==> config.mk <==
export PLATFORM = sky130hd
export DESIGN_NAME = ccp_timer
export DESIGN_NICKNAME = d
export VERILOG_FILES = /design/src/shared/ccp_pkg.sv /design/src/ccp_timer.sv
export SDC_FILE = /design/constraint.sdc
export NUM_CORES = 1
export LEC_CHECK = 0
export ABC_AREA = 1
export BUFFER_PORTS_ARGS = -buffer_cell sky130_fd_sc_hd__clkbuf_2
export CAP_MARGIN = 20
export CORE_MARGIN = 2
export CORE_UTILIZATION = 60
export CTS_BUF_LIST = sky130_fd_sc_hd__clkbuf_8
export CTS_CLUSTER_SIZE = 30
export DETAILED_ROUTE_END_ITERATION = 7
export GPL_TIMING_DRIVEN = 0
export PLACE_DENSITY = 0.9
export SLEW_MARGIN = 20
export SYNTH_ARGS = -nofsm -noshare
export SYNTH_HDL_FRONTEND = slang
export SYNTH_SLANG_ARGS = --single-unit
==> constraint.sdc <==
create_clock -name clk_i -period 6.2 [get_ports clk_i]
set_input_delay 0.93 -clock clk_i [delete_from_list [all_inputs] [get_ports clk_i]]
set_output_delay 0.93 -clock clk_i [all_outputs]
set_load 0.03 [all_outputs]
==> src/shared/ccp_pkg.sv <==
// Constants and types shared by the capture/compare timer
package ccp_pkg;
	// ********************************************************
	// Sizes
	// ********************************************************
	localparam int NCH = 2;
	localparam int AW  = 6;

	// ********************************************************
	// Register byte addresses, one byte per 32-bit word
	// ********************************************************
	localparam logic [AW-1:0] A_MAIN_CTRL = 6'h00;
	localparam logic [AW-1:0] A_CNT_HI    = 6'h04;
	localparam logic [AW-1:0] A_CNT_LO    = 6'h08;
	localparam logic [AW-1:0] A_MOD_HI    = 6'h0c;
	localparam logic [AW-1:0] A_MOD_LO    = 6'h10;
	localparam logic [AW-1:0] A_CH_BASE   = 6'h14;
	localparam logic [AW-1:0] A_CH_STRIDE = 6'h0c;
	localparam logic [AW-1:0] A_CH_SC     = 6'h00;
	localparam logic [AW-1:0] A_CH_VH     = 6'h04;
	localparam logic [AW-1:0] A_CH_VL     = 6'h08;

	// ********************************************************
	// Field positions
	// ********************************************************
	localparam int F_TOF    = 7;
	localparam int F_OVERFLOW_IRQ_ENABLE   = 6;
	localparam int F_CENTER_ALIGNED_SELECT  = 5;
	localparam int F_CLKS   = 3;
	localparam int F_CHF    = 7;
	localparam int F_CHIE   = 6;
	localparam int F_MSB    = 5;
	localparam int F_MSA    = 4;
	localparam int F_ELS    = 2;

	// ********************************************************
	// Codes and values
	// ********************************************************
	localparam logic [1:0]  CLK_OFF   = 2'h0;
	localparam logic [1:0]  CLK_BUS   = 2'h1;
	localparam logic [1:0]  CLK_FIXED = 2'h2;
	localparam logic [1:0]  CLK_EXT   = 2'h3;
	localparam logic [1:0]  ELS_NONE  = 2'h0;
	localparam logic [1:0]  ELS_RISE  = 2'h1;
	localparam logic [1:0]  ELS_FALL  = 2'h2;
	localparam logic [1:0]  ELS_SET   = 2'h3;
	localparam logic [15:0] CNT_ZERO  = 16'h0000;
	localparam logic [15:0] CNT_ONE   = 16'h0001;
	localparam logic [15:0] CNT_MAX   = 16'hffff;
	localparam logic        WAIT_IDLE = 1'b1;

	// ********************************************************
	// Bus request and state carriers
	// ********************************************************
	typedef struct packed {
		logic [AW-1:0] address;
		logic          read;
		logic          write;
		logic [31:0]   writedata;
		logic [3:0]    byteenable;
	} ccp_bus_s;

	typedef struct packed {
		logic        msb;
		logic        msa;
		logic [1:0]  els;
		logic        ie;
		logic        flag;
		logic        arm;
		logic [15:0] val;
		logic [15:0] vbuf;
		logic        lat;
		logic        first_hi;
		logic        wh;
		logic        wl;
		logic        pin;
		logic        oe;
		logic        irq;
		logic [2:0]  sync;
	} ccp_ch_s;

	typedef struct packed {
		logic [1:0]    clks;
		logic          center_aligned_select;
		logic          overflow_irq_enable;
		logic          overflow_flag;
		logic          tof_arm;
		logic          tof_irq;
		logic [15:0]   cnt;
		logic          dir_down;
		logic [15:0]   mod;
		logic [15:0]   mod_buf;
		logic          mod_wh;
		logic          mod_wl;
		logic          cnt_lat;
		logic          cnt_first_hi;
		logic [15:0]   cnt_buf;
		logic [2:0]    fix_sync;
		logic [2:0]    ext_sync;
		logic          wait_r;
		logic [31:0]   rdata;
		ccp_ch_s [NCH-1:0] ch;
	} ccp_state_s;
endpackage

==> src/ccp_timer.sv <==
// Capture/compare timer counter with Avalon-MM register access
//
// Chosen here: the register addresses and the Avalon-MM slave port.
`timescale 1ns/1ps
module ccp_timer
	import ccp_pkg::*;
(
	// Clock, reset, enable
	input  wire logic                  clk_i,
	input  wire logic                  rst_b_i,
	input  wire logic                  ce_i,
	// Register bus
	input  wire ccp_pkg::ccp_bus_s     bus_i,
	output logic [31:0]                readdata_o,
	output logic                       waitrequest_o,
	// System modes
	input  wire logic                  dbg_halt_i,
	input  wire logic                  stop_i,
	// Clock sources
	input  wire logic                  fix_clk_i,
	input  wire logic                  ext_clk_i,
	// Channel pins
	input  wire logic [ccp_pkg::NCH-1:0] ch_pin_i,
	output logic [ccp_pkg::NCH-1:0]    ch_pin_o,
	output logic [ccp_pkg::NCH-1:0]    ch_oe_o,
	// Interrupt requests
	output logic                       tof_irq_o,
	output logic [ccp_pkg::NCH-1:0]    ch_irq_o
);
	import ccp_pkg::*;

	ccp_state_s st_reg;
	ccp_state_s st_next;
	logic       tick;
	logic [15:0] tc;
	logic       cnt_wr;
	logic       tof_ev;
	logic [NCH-1:0] ch_ev;

	// ********************************************************
	// Next state
	// ********************************************************
	always_comb begin
		logic       acc;
		logic       rd0;
		logic [7:0] rb;
		logic [7:0] wb;
		logic       src;
		logic [AW-1:0] cb;
		logic       cap;
		logic       ocm;
		logic       epwm;
		logic       edge_hit;
		logic       rise;
		logic       fall;
		logic       match;
		acc = 1'b0;
		rd0 = 1'b0;
		rb = 8'h00;
		wb = bus_i.writedata[7:0];
		src = 1'b0;
		cb = A_CH_BASE;
		cap = 1'b0;
		ocm = 1'b0;
		epwm = 1'b0;
		edge_hit = 1'b0;
		rise = 1'b0;
		fall = 1'b0;
		match = 1'b0;
		st_next = st_reg;
		tof_ev = 1'b0;
		ch_ev = '0;
		cnt_wr = 1'b0;

		// Pins go through two flops before any edge detector sees them
		st_next.fix_sync = {st_reg.fix_sync[1:0], fix_clk_i};
		st_next.ext_sync = {st_reg.ext_sync[1:0], ext_clk_i};
		for (int i = 0; i < NCH; i++) begin
			st_next.ch[i].sync = {st_reg.ch[i].sync[1:0], ch_pin_i[i]};
		end

		// Clock source and suspension
		case (st_reg.clks)
			CLK_BUS:   src = 1'b1;
			CLK_FIXED: src = st_reg.fix_sync[1] & ~st_reg.fix_sync[2];
			CLK_EXT:   src = st_reg.ext_sync[1] & ~st_reg.ext_sync[2];
			default:   src = 1'b0;
		endcase
		tick = src & ~dbg_halt_i & ~stop_i;
		tc = (st_reg.mod == CNT_ZERO) ? CNT_MAX : st_reg.mod;

		// Counter
		if (tick) begin
			if (!st_reg.center_aligned_select) begin
				st_next.dir_down = 1'b0;
				if (st_reg.cnt == tc) begin
					st_next.cnt = CNT_ZERO;
					tof_ev = 1'b1;
				end else begin
					st_next.cnt = st_reg.cnt + CNT_ONE;
				end
			end else if (!st_reg.dir_down) begin
				if (st_reg.cnt == st_reg.mod) begin
					st_next.dir_down = 1'b1;
					st_next.cnt = st_reg.mod - CNT_ONE;
					tof_ev = 1'b1;
				end else begin
					st_next.cnt = st_reg.cnt + CNT_ONE;
				end
			end else if (st_reg.cnt == CNT_ZERO) begin
				st_next.dir_down = 1'b0;
				st_next.cnt = CNT_ONE;
			end else begin
				st_next.cnt = st_reg.cnt - CNT_ONE;
			end
		end

		// Modulus: immediate in up mode, at period end in center mode
		if (st_reg.mod_wh && st_reg.mod_wl && (!st_reg.center_aligned_select || tof_ev)) begin
			st_next.mod = st_reg.mod_buf;
			st_next.mod_wh = 1'b0;
			st_next.mod_wl = 1'b0;
		end

		// Channels
		for (int i = 0; i < NCH; i++) begin
			cap = !st_reg.center_aligned_select && !st_reg.ch[i].msb && !st_reg.ch[i].msa;
			ocm = !st_reg.center_aligned_select && !st_reg.ch[i].msb && st_reg.ch[i].msa;
			epwm = !st_reg.center_aligned_select && st_reg.ch[i].msb;
			rise = st_reg.ch[i].sync[1] & ~st_reg.ch[i].sync[2];
			fall = ~st_reg.ch[i].sync[1] & st_reg.ch[i].sync[2];
			case (st_reg.ch[i].els)
				ELS_RISE: edge_hit = rise;
				ELS_FALL: edge_hit = fall;
				ELS_SET:  edge_hit = rise | fall;
				default:  edge_hit = 1'b0;
			endcase
			match = tick && !cap && (st_reg.cnt == st_reg.ch[i].val);
			st_next.ch[i].oe = !cap && (st_reg.ch[i].els != ELS_NONE);
			if (cap && edge_hit) begin
				st_next.ch[i].val = st_reg.cnt;
				ch_ev[i] = 1'b1;
			end
			if (match) begin
				ch_ev[i] = 1'b1;
			end
			if (ocm && match) begin
				case (st_reg.ch[i].els)
					ELS_RISE: st_next.ch[i].pin = ~st_reg.ch[i].pin;
					ELS_FALL: st_next.ch[i].pin = 1'b0;
					ELS_SET:  st_next.ch[i].pin = 1'b1;
					default:  st_next.ch[i].pin = st_reg.ch[i].pin;
				endcase
			end
			// PWM polarity follows the low edge select bit
			if (epwm && tof_ev) begin
				st_next.ch[i].pin = ~st_reg.ch[i].els[0];
			end else if (epwm && match) begin
				st_next.ch[i].pin = st_reg.ch[i].els[0];
			end else if (st_reg.center_aligned_select && match) begin
				st_next.ch[i].pin = st_reg.dir_down ^ st_reg.ch[i].els[0];
			end
			// Buffered value loads at once in output compare mode, at a safe point of the period in PWM modes
			if (st_reg.ch[i].wh && st_reg.ch[i].wl && !cap) begin
				if (ocm || (epwm && st_reg.cnt == CNT_ZERO) || (st_reg.center_aligned_select && tof_ev)) begin
					st_next.ch[i].val = st_reg.ch[i].vbuf;
					st_next.ch[i].wh = 1'b0;
					st_next.ch[i].wl = 1'b0;
				end
			end
		end

		// ********************************************************
		// Register bus: read side effects on the first cycle,
		// write on the accepting edge
		// ********************************************************
		st_next.wait_r = !(bus_i.read || bus_i.write) || !st_reg.wait_r;
		rd0 = bus_i.read && st_reg.wait_r;
		acc = bus_i.write && !st_reg.wait_r && bus_i.byteenable[0];
		if (bus_i.address == A_MAIN_CTRL) begin
			rb = {st_reg.overflow_flag, st_reg.overflow_irq_enable, st_reg.center_aligned_select, st_reg.clks, 3'h0};
			if (rd0 && st_reg.overflow_flag) begin
				st_next.tof_arm = 1'b1;
			end
			if (acc) begin
				st_next.overflow_irq_enable = wb[F_OVERFLOW_IRQ_ENABLE];
				st_next.center_aligned_select = wb[F_CENTER_ALIGNED_SELECT];
				st_next.clks = wb[F_CLKS+:2];
				st_next.mod_wh = 1'b0;
				st_next.mod_wl = 1'b0;
				if (!wb[F_TOF] && st_reg.tof_arm) begin
					st_next.overflow_flag = 1'b0;
				end
				st_next.tof_arm = 1'b0;
			end
		end else if (bus_i.address == A_CNT_HI || bus_i.address == A_CNT_LO) begin
			// A snapshot stays until the other byte is read or the counter is written
			rb = (bus_i.address == A_CNT_HI) ? st_reg.cnt[15:8] : st_reg.cnt[7:0];
			if (st_reg.cnt_lat) begin
				rb = (bus_i.address == A_CNT_HI) ? st_reg.cnt_buf[15:8] : st_reg.cnt_buf[7:0];
			end
			if (rd0 && !st_reg.cnt_lat) begin
				st_next.cnt_lat = 1'b1;
				st_next.cnt_buf = st_reg.cnt;
				st_next.cnt_first_hi = (bus_i.address == A_CNT_HI);
			end else if (rd0 && (st_reg.cnt_first_hi != (bus_i.address == A_CNT_HI))) begin
				st_next.cnt_lat = 1'b0;
			end
			if (acc) begin
				cnt_wr = 1'b1;
				st_next.cnt = CNT_ZERO;
				st_next.dir_down = 1'b0;
				st_next.cnt_lat = 1'b0;
			end
		end else if (bus_i.address == A_MOD_HI) begin
			rb = st_reg.mod[15:8];
			if (acc) begin
				st_next.mod_buf[15:8] = wb;
				st_next.mod_wh = 1'b1;
			end
		end else if (bus_i.address == A_MOD_LO) begin
			rb = st_reg.mod[7:0];
			if (acc) begin
				st_next.mod_buf[7:0] = wb;
				st_next.mod_wl = 1'b1;
			end
		end else begin
			for (int i = 0; i < NCH; i++) begin
				cb = A_CH_BASE + AW'(i) * A_CH_STRIDE;
				cap = !st_reg.center_aligned_select && !st_reg.ch[i].msb && !st_reg.ch[i].msa;
				if (bus_i.address == cb + A_CH_SC) begin
					rb = {st_reg.ch[i].flag, st_reg.ch[i].ie, st_reg.ch[i].msb, st_reg.ch[i].msa,
						st_reg.ch[i].els, 2'h0};
					if (rd0 && st_reg.ch[i].flag) begin
						st_next.ch[i].arm = 1'b1;
					end
					if (acc) begin
						st_next.ch[i].ie = wb[F_CHIE];
						st_next.ch[i].msb = wb[F_MSB];
						st_next.ch[i].msa = wb[F_MSA];
						st_next.ch[i].els = wb[F_ELS+:2];
						st_next.ch[i].lat = 1'b0;
						st_next.ch[i].wh = 1'b0;
						st_next.ch[i].wl = 1'b0;
						if (!wb[F_CHF] && st_reg.ch[i].arm) begin
							st_next.ch[i].flag = 1'b0;
						end
						st_next.ch[i].arm = 1'b0;
					end
				end else if (bus_i.address == cb + A_CH_VH || bus_i.address == cb + A_CH_VL) begin
					rb = (bus_i.address == cb + A_CH_VH) ? st_reg.ch[i].val[15:8] : st_reg.ch[i].val[7:0];
					if (cap && st_reg.ch[i].lat) begin
						rb = (bus_i.address == cb + A_CH_VH) ? st_reg.ch[i].vbuf[15:8]
							: st_reg.ch[i].vbuf[7:0];
					end
					if (rd0 && cap && !st_reg.ch[i].lat) begin
						st_next.ch[i].lat = 1'b1;
						st_next.ch[i].vbuf = st_reg.ch[i].val;
						st_next.ch[i].first_hi = (bus_i.address == cb + A_CH_VH);
					end else if (rd0 && cap && (st_reg.ch[i].first_hi != (bus_i.address == cb + A_CH_VH))) begin
						st_next.ch[i].lat = 1'b0;
					end
					if (acc && !cap && bus_i.address == cb + A_CH_VH) begin
						st_next.ch[i].vbuf[15:8] = wb;
						st_next.ch[i].wh = 1'b1;
					end else if (acc && !cap) begin
						st_next.ch[i].vbuf[7:0] = wb;
						st_next.ch[i].wl = 1'b1;
					end
				end
			end
		end
		if (rd0) begin
			st_next.rdata = {24'h000000, rb};
		end

		// Events set after the clears so a coincident event survives
		if (tof_ev) begin
			st_next.overflow_flag = 1'b1;
			st_next.tof_arm = 1'b0;
		end
		for (int i = 0; i < NCH; i++) begin
			if (ch_ev[i]) begin
				st_next.ch[i].flag = 1'b1;
				st_next.ch[i].arm = 1'b0;
			end
			st_next.ch[i].irq = st_next.ch[i].flag & st_next.ch[i].ie;
		end
		st_next.tof_irq = st_next.overflow_flag & st_next.overflow_irq_enable;
	end

	// ********************************************************
	// State register
	// ********************************************************
	always_ff @(posedge clk_i) begin
		if (!rst_b_i) begin
			st_reg <= '0;
			st_reg.wait_r <= WAIT_IDLE;
		end else if (ce_i) begin
			st_reg <= st_next;
		end
	end

	// ********************************************************
	// Outputs
	// ********************************************************
	always_comb begin
		readdata_o = st_reg.rdata;
		waitrequest_o = st_reg.wait_r;
		tof_irq_o = st_reg.tof_irq;
		for (int i = 0; i < NCH; i++) begin
			ch_pin_o[i] = st_reg.ch[i].pin;
			ch_oe_o[i] = st_reg.ch[i].oe;
			ch_irq_o[i] = st_reg.ch[i].irq;
		end
	end
endmodule

After elaboration in Yosys (flattened, before gate mapping)
Cells that the tools add are included.
- order comparisons: 0
- muxes and demuxes: 132
- bitwise logic cells: 33
- $mul: 0
- divide/modulo/power cells: 0
- add/sub/neg operators: 3
- shift-type cells: 0
- reduce and logical (&&, ||, !) cells: 123
- equality and inequality tests: 36
- operators by type and width (operator ; number):
    $mux 16 ; 12
    $mux 8 ; 23
    $mux 17 ; 6
    $eq 16x16->1 ; 4
    $logic_and 1x1->1 ; 56
    $reduce_and 8->1 ; 6
    $mux 1 ; 47
    $mux 2 ; 23
    $mux 3 ; 14
    $reduce_and 7->1 ; 6
    $logic_not 16->1 ; 2
    $sub 16x1->16 const B ; 2
    $eq 6x5->1 const B ; 4
    $ne 2x2->1 const B ; 10
    $eq 6x6->1 const B ; 3
    $not 1->1 ; 18
    $reduce_bool 2->1 ; 9
    $reduce_bool 3->1 ; 6
    $add 16x1->16 const B ; 1
    $pmux 1 s3 ; 5
    $logic_not 1->1 ; 13
    $eq 2x2->1 const B ; 6
    $eq 6x4->1 const B ; 2
    $reduce_and 3->1 ; 4
    15 further kinds ; 45
- memory bits (writable): 0
- memories: 0
- logic and storage cells: 381
- register bits: 189
- latch bits: 0
- input bits: 53
- ROM bits: 0

Logic depth before layout (Yosys ltp)
- depth after elaboration: 18
- depth in mapped cells: 19
- gate-level depth less buffers: 18

Worst setup path before layout
OpenSTA, ideal clock, no wires.
- path type: input to register
- start: input bus_i[39] (netlist bit)
- end: register st_reg[20] (netlist bit)
- data required time: 6066 ps
- path buffers: 1
- setup slack: 3672 ps
- cell stages on the path: 9
- library setup time: 134 ps
- data arrival time: 2394 ps
- path through: nor2_1 > nand2_1 > nor2_2 > nand2_2 > nor2_2 > o21ai_1 > buf_2 > a221oi_1 > a211oi_1
- word-level cells in the longest chain between the ends: 4
- ends and longest elaborated chain (what ; RTL line ; text):
    start: declaration ; ccp_timer.sv:13 ; input wire ccp_pkg::ccp_bus_s bus_i,
    $eq 6x5->1, or another cell as far along ; ccp_timer.sv:250, ccp_timer.sv:263 ;
    $logic_and 1x1->1 or $logic_or 1x1->1 (tied branches) ; ccp_timer.sv:263, ccp_timer.sv:196 ;
    $reduce_bool 2->1 (no source line) or $not 1->1 (tied branches) ; -- ;
    $reduce_and 8->1 (no source line) ; -- ;
    end signal: assignment ; ccp_timer.sv:300 ; st_reg <= st_next;
    end: declaration ; ccp_timer.sv:32 ; ccp_state_s st_reg;
Parallel ways exist; a longest one is shown, timed or not.
A chain may end at the register's enable or synchronous reset.

Worst setup path after layout
- start: input bus_i[39] (netlist bit)
- end: register st_reg[199] (netlist bit)
- word-level cells in the longest chain between the ends: 4
- ends and longest elaborated chain (what ; RTL line ; text):
    $eq 6x3->1 or $eq 6x4->1 (tied branches) ; ccp_timer.sv:196 ; end else if (bus_i.address == A_CNT_HI || bus_i.address == A_CNT_LO) begin
    $logic_or 1x1->1 ; ccp_timer.sv:196 ;
    $mux 17 ; ccp_timer.sv:196 ;
    $mux 17 (*) ; ccp_timer.sv:180 ; if (bus_i.address == A_MAIN_CTRL) begin
Every way passes the cells marked *; elsewhere a longest branch is shown, timed or not.

==> run_results.csv <==
group,metric,value,unit
run_status,outcome,"finished, violations left",
synth,synthSimpleGateAreaFrac,0.291,
power,switching_share,0.316,
placed_design,numPortBuffers,39,
synth,ys_top_cells_by_area,"dfxtp_1 (30%), nand2_1 (16%), a21oi_1 (8.7%)",
power,p_int,1.59,mW
floorplanning,die_x,148,µm
setup_path,max_stage_delay,480,ps
grt,antenna_found_initial,3,
final_layout,finish.instance_area,0.0135,mm²
setup_path,cp.required,6570,ps
timing,clock_skew,28.2,ps
clocking,clockRootBuffer,"clkbuf_8",
synth,syn_inst,2022,
synth,synth-xor-area-share,0.0372,
timing,fmax,0.304,GHz
run_status,violations,"design-rule violations",
grt,grtUsageTotal,0.479,
grt,overflow,0,
clocking,postCtsSetupRepairBufs,0,
final_layout,final_cell_mix,"nand2_1 (534), a21oi_1 (218), o21ai_0 (206)",
setup_path,critPathSlowestCell,"o21ai_1",
setup_path,crit_chain,"clkbuf_2, nor2_1, nand2_1, nor2_1, nand2_1, o21ai_1, a21oi_1, inv_1, clkbuf_1, a21oi_1, nand2_1, a21oi_1",
power,comb_power_share,0.088,
final_layout,syn2layout_area_growth,8.35,%
clocking,cts_num_sinks,189,
synth,synth_edf_count,0,
synth,synth-seq-area-share,0.303,
timing,fin_crit,3290,ps
synth,synthMuxAreaShare,0,
power,power,2.33,mW
final_layout,post-route-util,0.666,
timing,worstMarginPinSlew,1090,ps
placed_design,place_inst,2354,
floorplanning,num_rows,52,
timing,report.final.slew_viol_count,0,
floorplanning,ios,93,
grt,first_global_vias,13600,
route,postRouteAntennaNets,0,
final_layout,fillers,1916,
floorplanning,initial_core_util,0.615,
floorplanning,coreArea,0.0203,mm²
timing,final_hold_viol_count,0,
power,p_seq_frac,0.530,
clocking,cts.clk_slew.worst_paths,140,ps
route,drtIter0Drc,2513,
final_layout,fin_cells,2390,
job,maxCapViolations,0,
synth,syn_area,0.0125,mm²
synth,synth-adder-area-share,0.00702,
clocking,cts_buffers,17,
route,num_vias,15200,
synth,synth-seq-cells,189,
power,clkPwrFrac,0.382,
timing,tns,0,ps
setup_path,critPathArrivalTime,3660,ps
clocking,cts_hold_buf,0,
power,vdd_drop_max,0.137,mV
final_layout,mostFrequentLayoutCell,"nand2_1",
timing,slew-limit-headroom,0.271,
timing,rsz0062_at_grt,"no",
route,routed_wl,54.1,mm
route,drc_errors,2,
synth,synth.avg_cell_area,6.17,µm²
final_layout,largest_register_ffs,165,
route,viasPerCell,6.35,
synth,synth.top_cell.area_share,0.303,
synth,synth-async-reset-ratio,0,
synth,synth_cell_type_count,47,
final_layout,drive_gt1_frac,0.0860,
placed_design,dp.final_hpwl,39.7,mm
grt,grt_pass1_wl,79.2,mm
route,drt-wirelength-per-cell,22.7,µm
clocking,clk_latency,520,ps
setup_path,startpoint_type,"input pin",
synth,synth_top_family_by_area,"simple AND/OR/NAND/NOR gates",
setup_path,worstSetupPathType,"input pin to flip-flop",
power,p_per_area,172,mW/mm²
synth,yosys_warnings,0,
clocking,cts_resized,0,
min_path,hp-class,"flip-flop to flip-flop",
floorplanning,die_y,148,µm
timing,setup_viol,0,
placed_design,place_area,0.0131,mm²
clocking,clockBufferDepth,2,
clocking,cts_tree,"built",
grt,grt_max_degree,21,
setup_path,critPathCaptureType,"flip-flop",
synth,yosys.area.top_type,"dfxtp_1",
clocking,h-tree-depth,4,
synth,synth_compound_area_frac,0.236,
route,drt-pass1-iter-count,8,
timing,layout_worst_path_cycle_share,0.531,
synth,synth_flop_cell,"dfxtp_1",
setup_path,cp_max_fo,10,
final_layout,nets,2163,
power,power.leakage,6.05,nW
placed_design,gp_congestion,1.06,
floorplanning,die_area,0.0220,mm²
power,p_switching,0.735,mW
[kinds of logic (layout without fill, tap and decap cells)]
logic type,after synthesis,count (layout)
buf+inv,359,430
flops,189,189
simple gates,877,877
fa+ha+maj,7,7
other cells,1,28
compound gates,536,536
xor+xnor,53,53
[final timing paths]
check | start | end | slack (ps) | depth (start not counted)
max | bus_i[39] | st_reg[199] | 2910 | 12
min | st_reg[149] | st_reg[149] | 470 | 2
max reg2reg | st_reg[190] | st_reg[89] | 3060 | 14
min reg2reg | st_reg[149] | st_reg[149] | 470 | 2
[metal layers]
layer,vias to the layer above,track usage,share of wire
li1,6765,-,-
met3,375,0.146,0.15
met4,4,0.352,0.093
met5,-,0,0.00061
met1,6729,0.588,0.34
met2,1297,0.707,0.41
[cells in the mapped netlist (8+ instances only)]
master,n
nand3_1,81
o211ai_1,43
o21ai_0,206
a221oi_1,13
nand4_1,34
nor3_1,19
buf_2,26
buf_4,42
clkbuf_1,76
xor2_1,38
nand2_1,534
o21ai_1,8
a31oi_1,9
inv_2,16
nor2_1,177
dfxtp_1,189
inv_1,187
a211oi_1,14
a21oi_1,218
xnor2_1,15
o22ai_1,12
[power groups by stage]
stage                     combinational, mW  clock (mW)  sequential (mW)
final                                 0.205       0.888             1.23
after detailed placement              0.191           0             1.26
after CTS                             0.192       0.861             1.23
after floorplan                       0.121           0             1.26
after global placement                0.188           0             1.26
after global routing                  0.211       0.908             1.23
[worst max-delay path, delay by kind of cell]
kind	cells	cell delay [ps]
buffers and inverters	3	770
and+or+nand+nor	5	950
AOI/OAI and AO/OA	4	990
[stage by stage]
step	setup slack, ps	hold slack (ps)
after floorplan	3670	425
final	2910	469
after global routing	2850	487
after detailed placement	2670	453
after global placement	2730	437
after CTS	3200	470
[area by class of cell]
class                      count  area [µm²]  share of cell area
tap                          270         338              0.0250
sequential                   189        3780               0.280
antenna                        4        10.0            0.000741
timing repair buffer          39         195              0.0144
inverter                     209         788              0.0583
buffer                       150         768              0.0568
clock buffer                  18         248              0.0183
clock inverter                14         164              0.0121
multi-input combinational   1497        7220               0.534
Note: power is estimated with default switching activity, not from simulation.
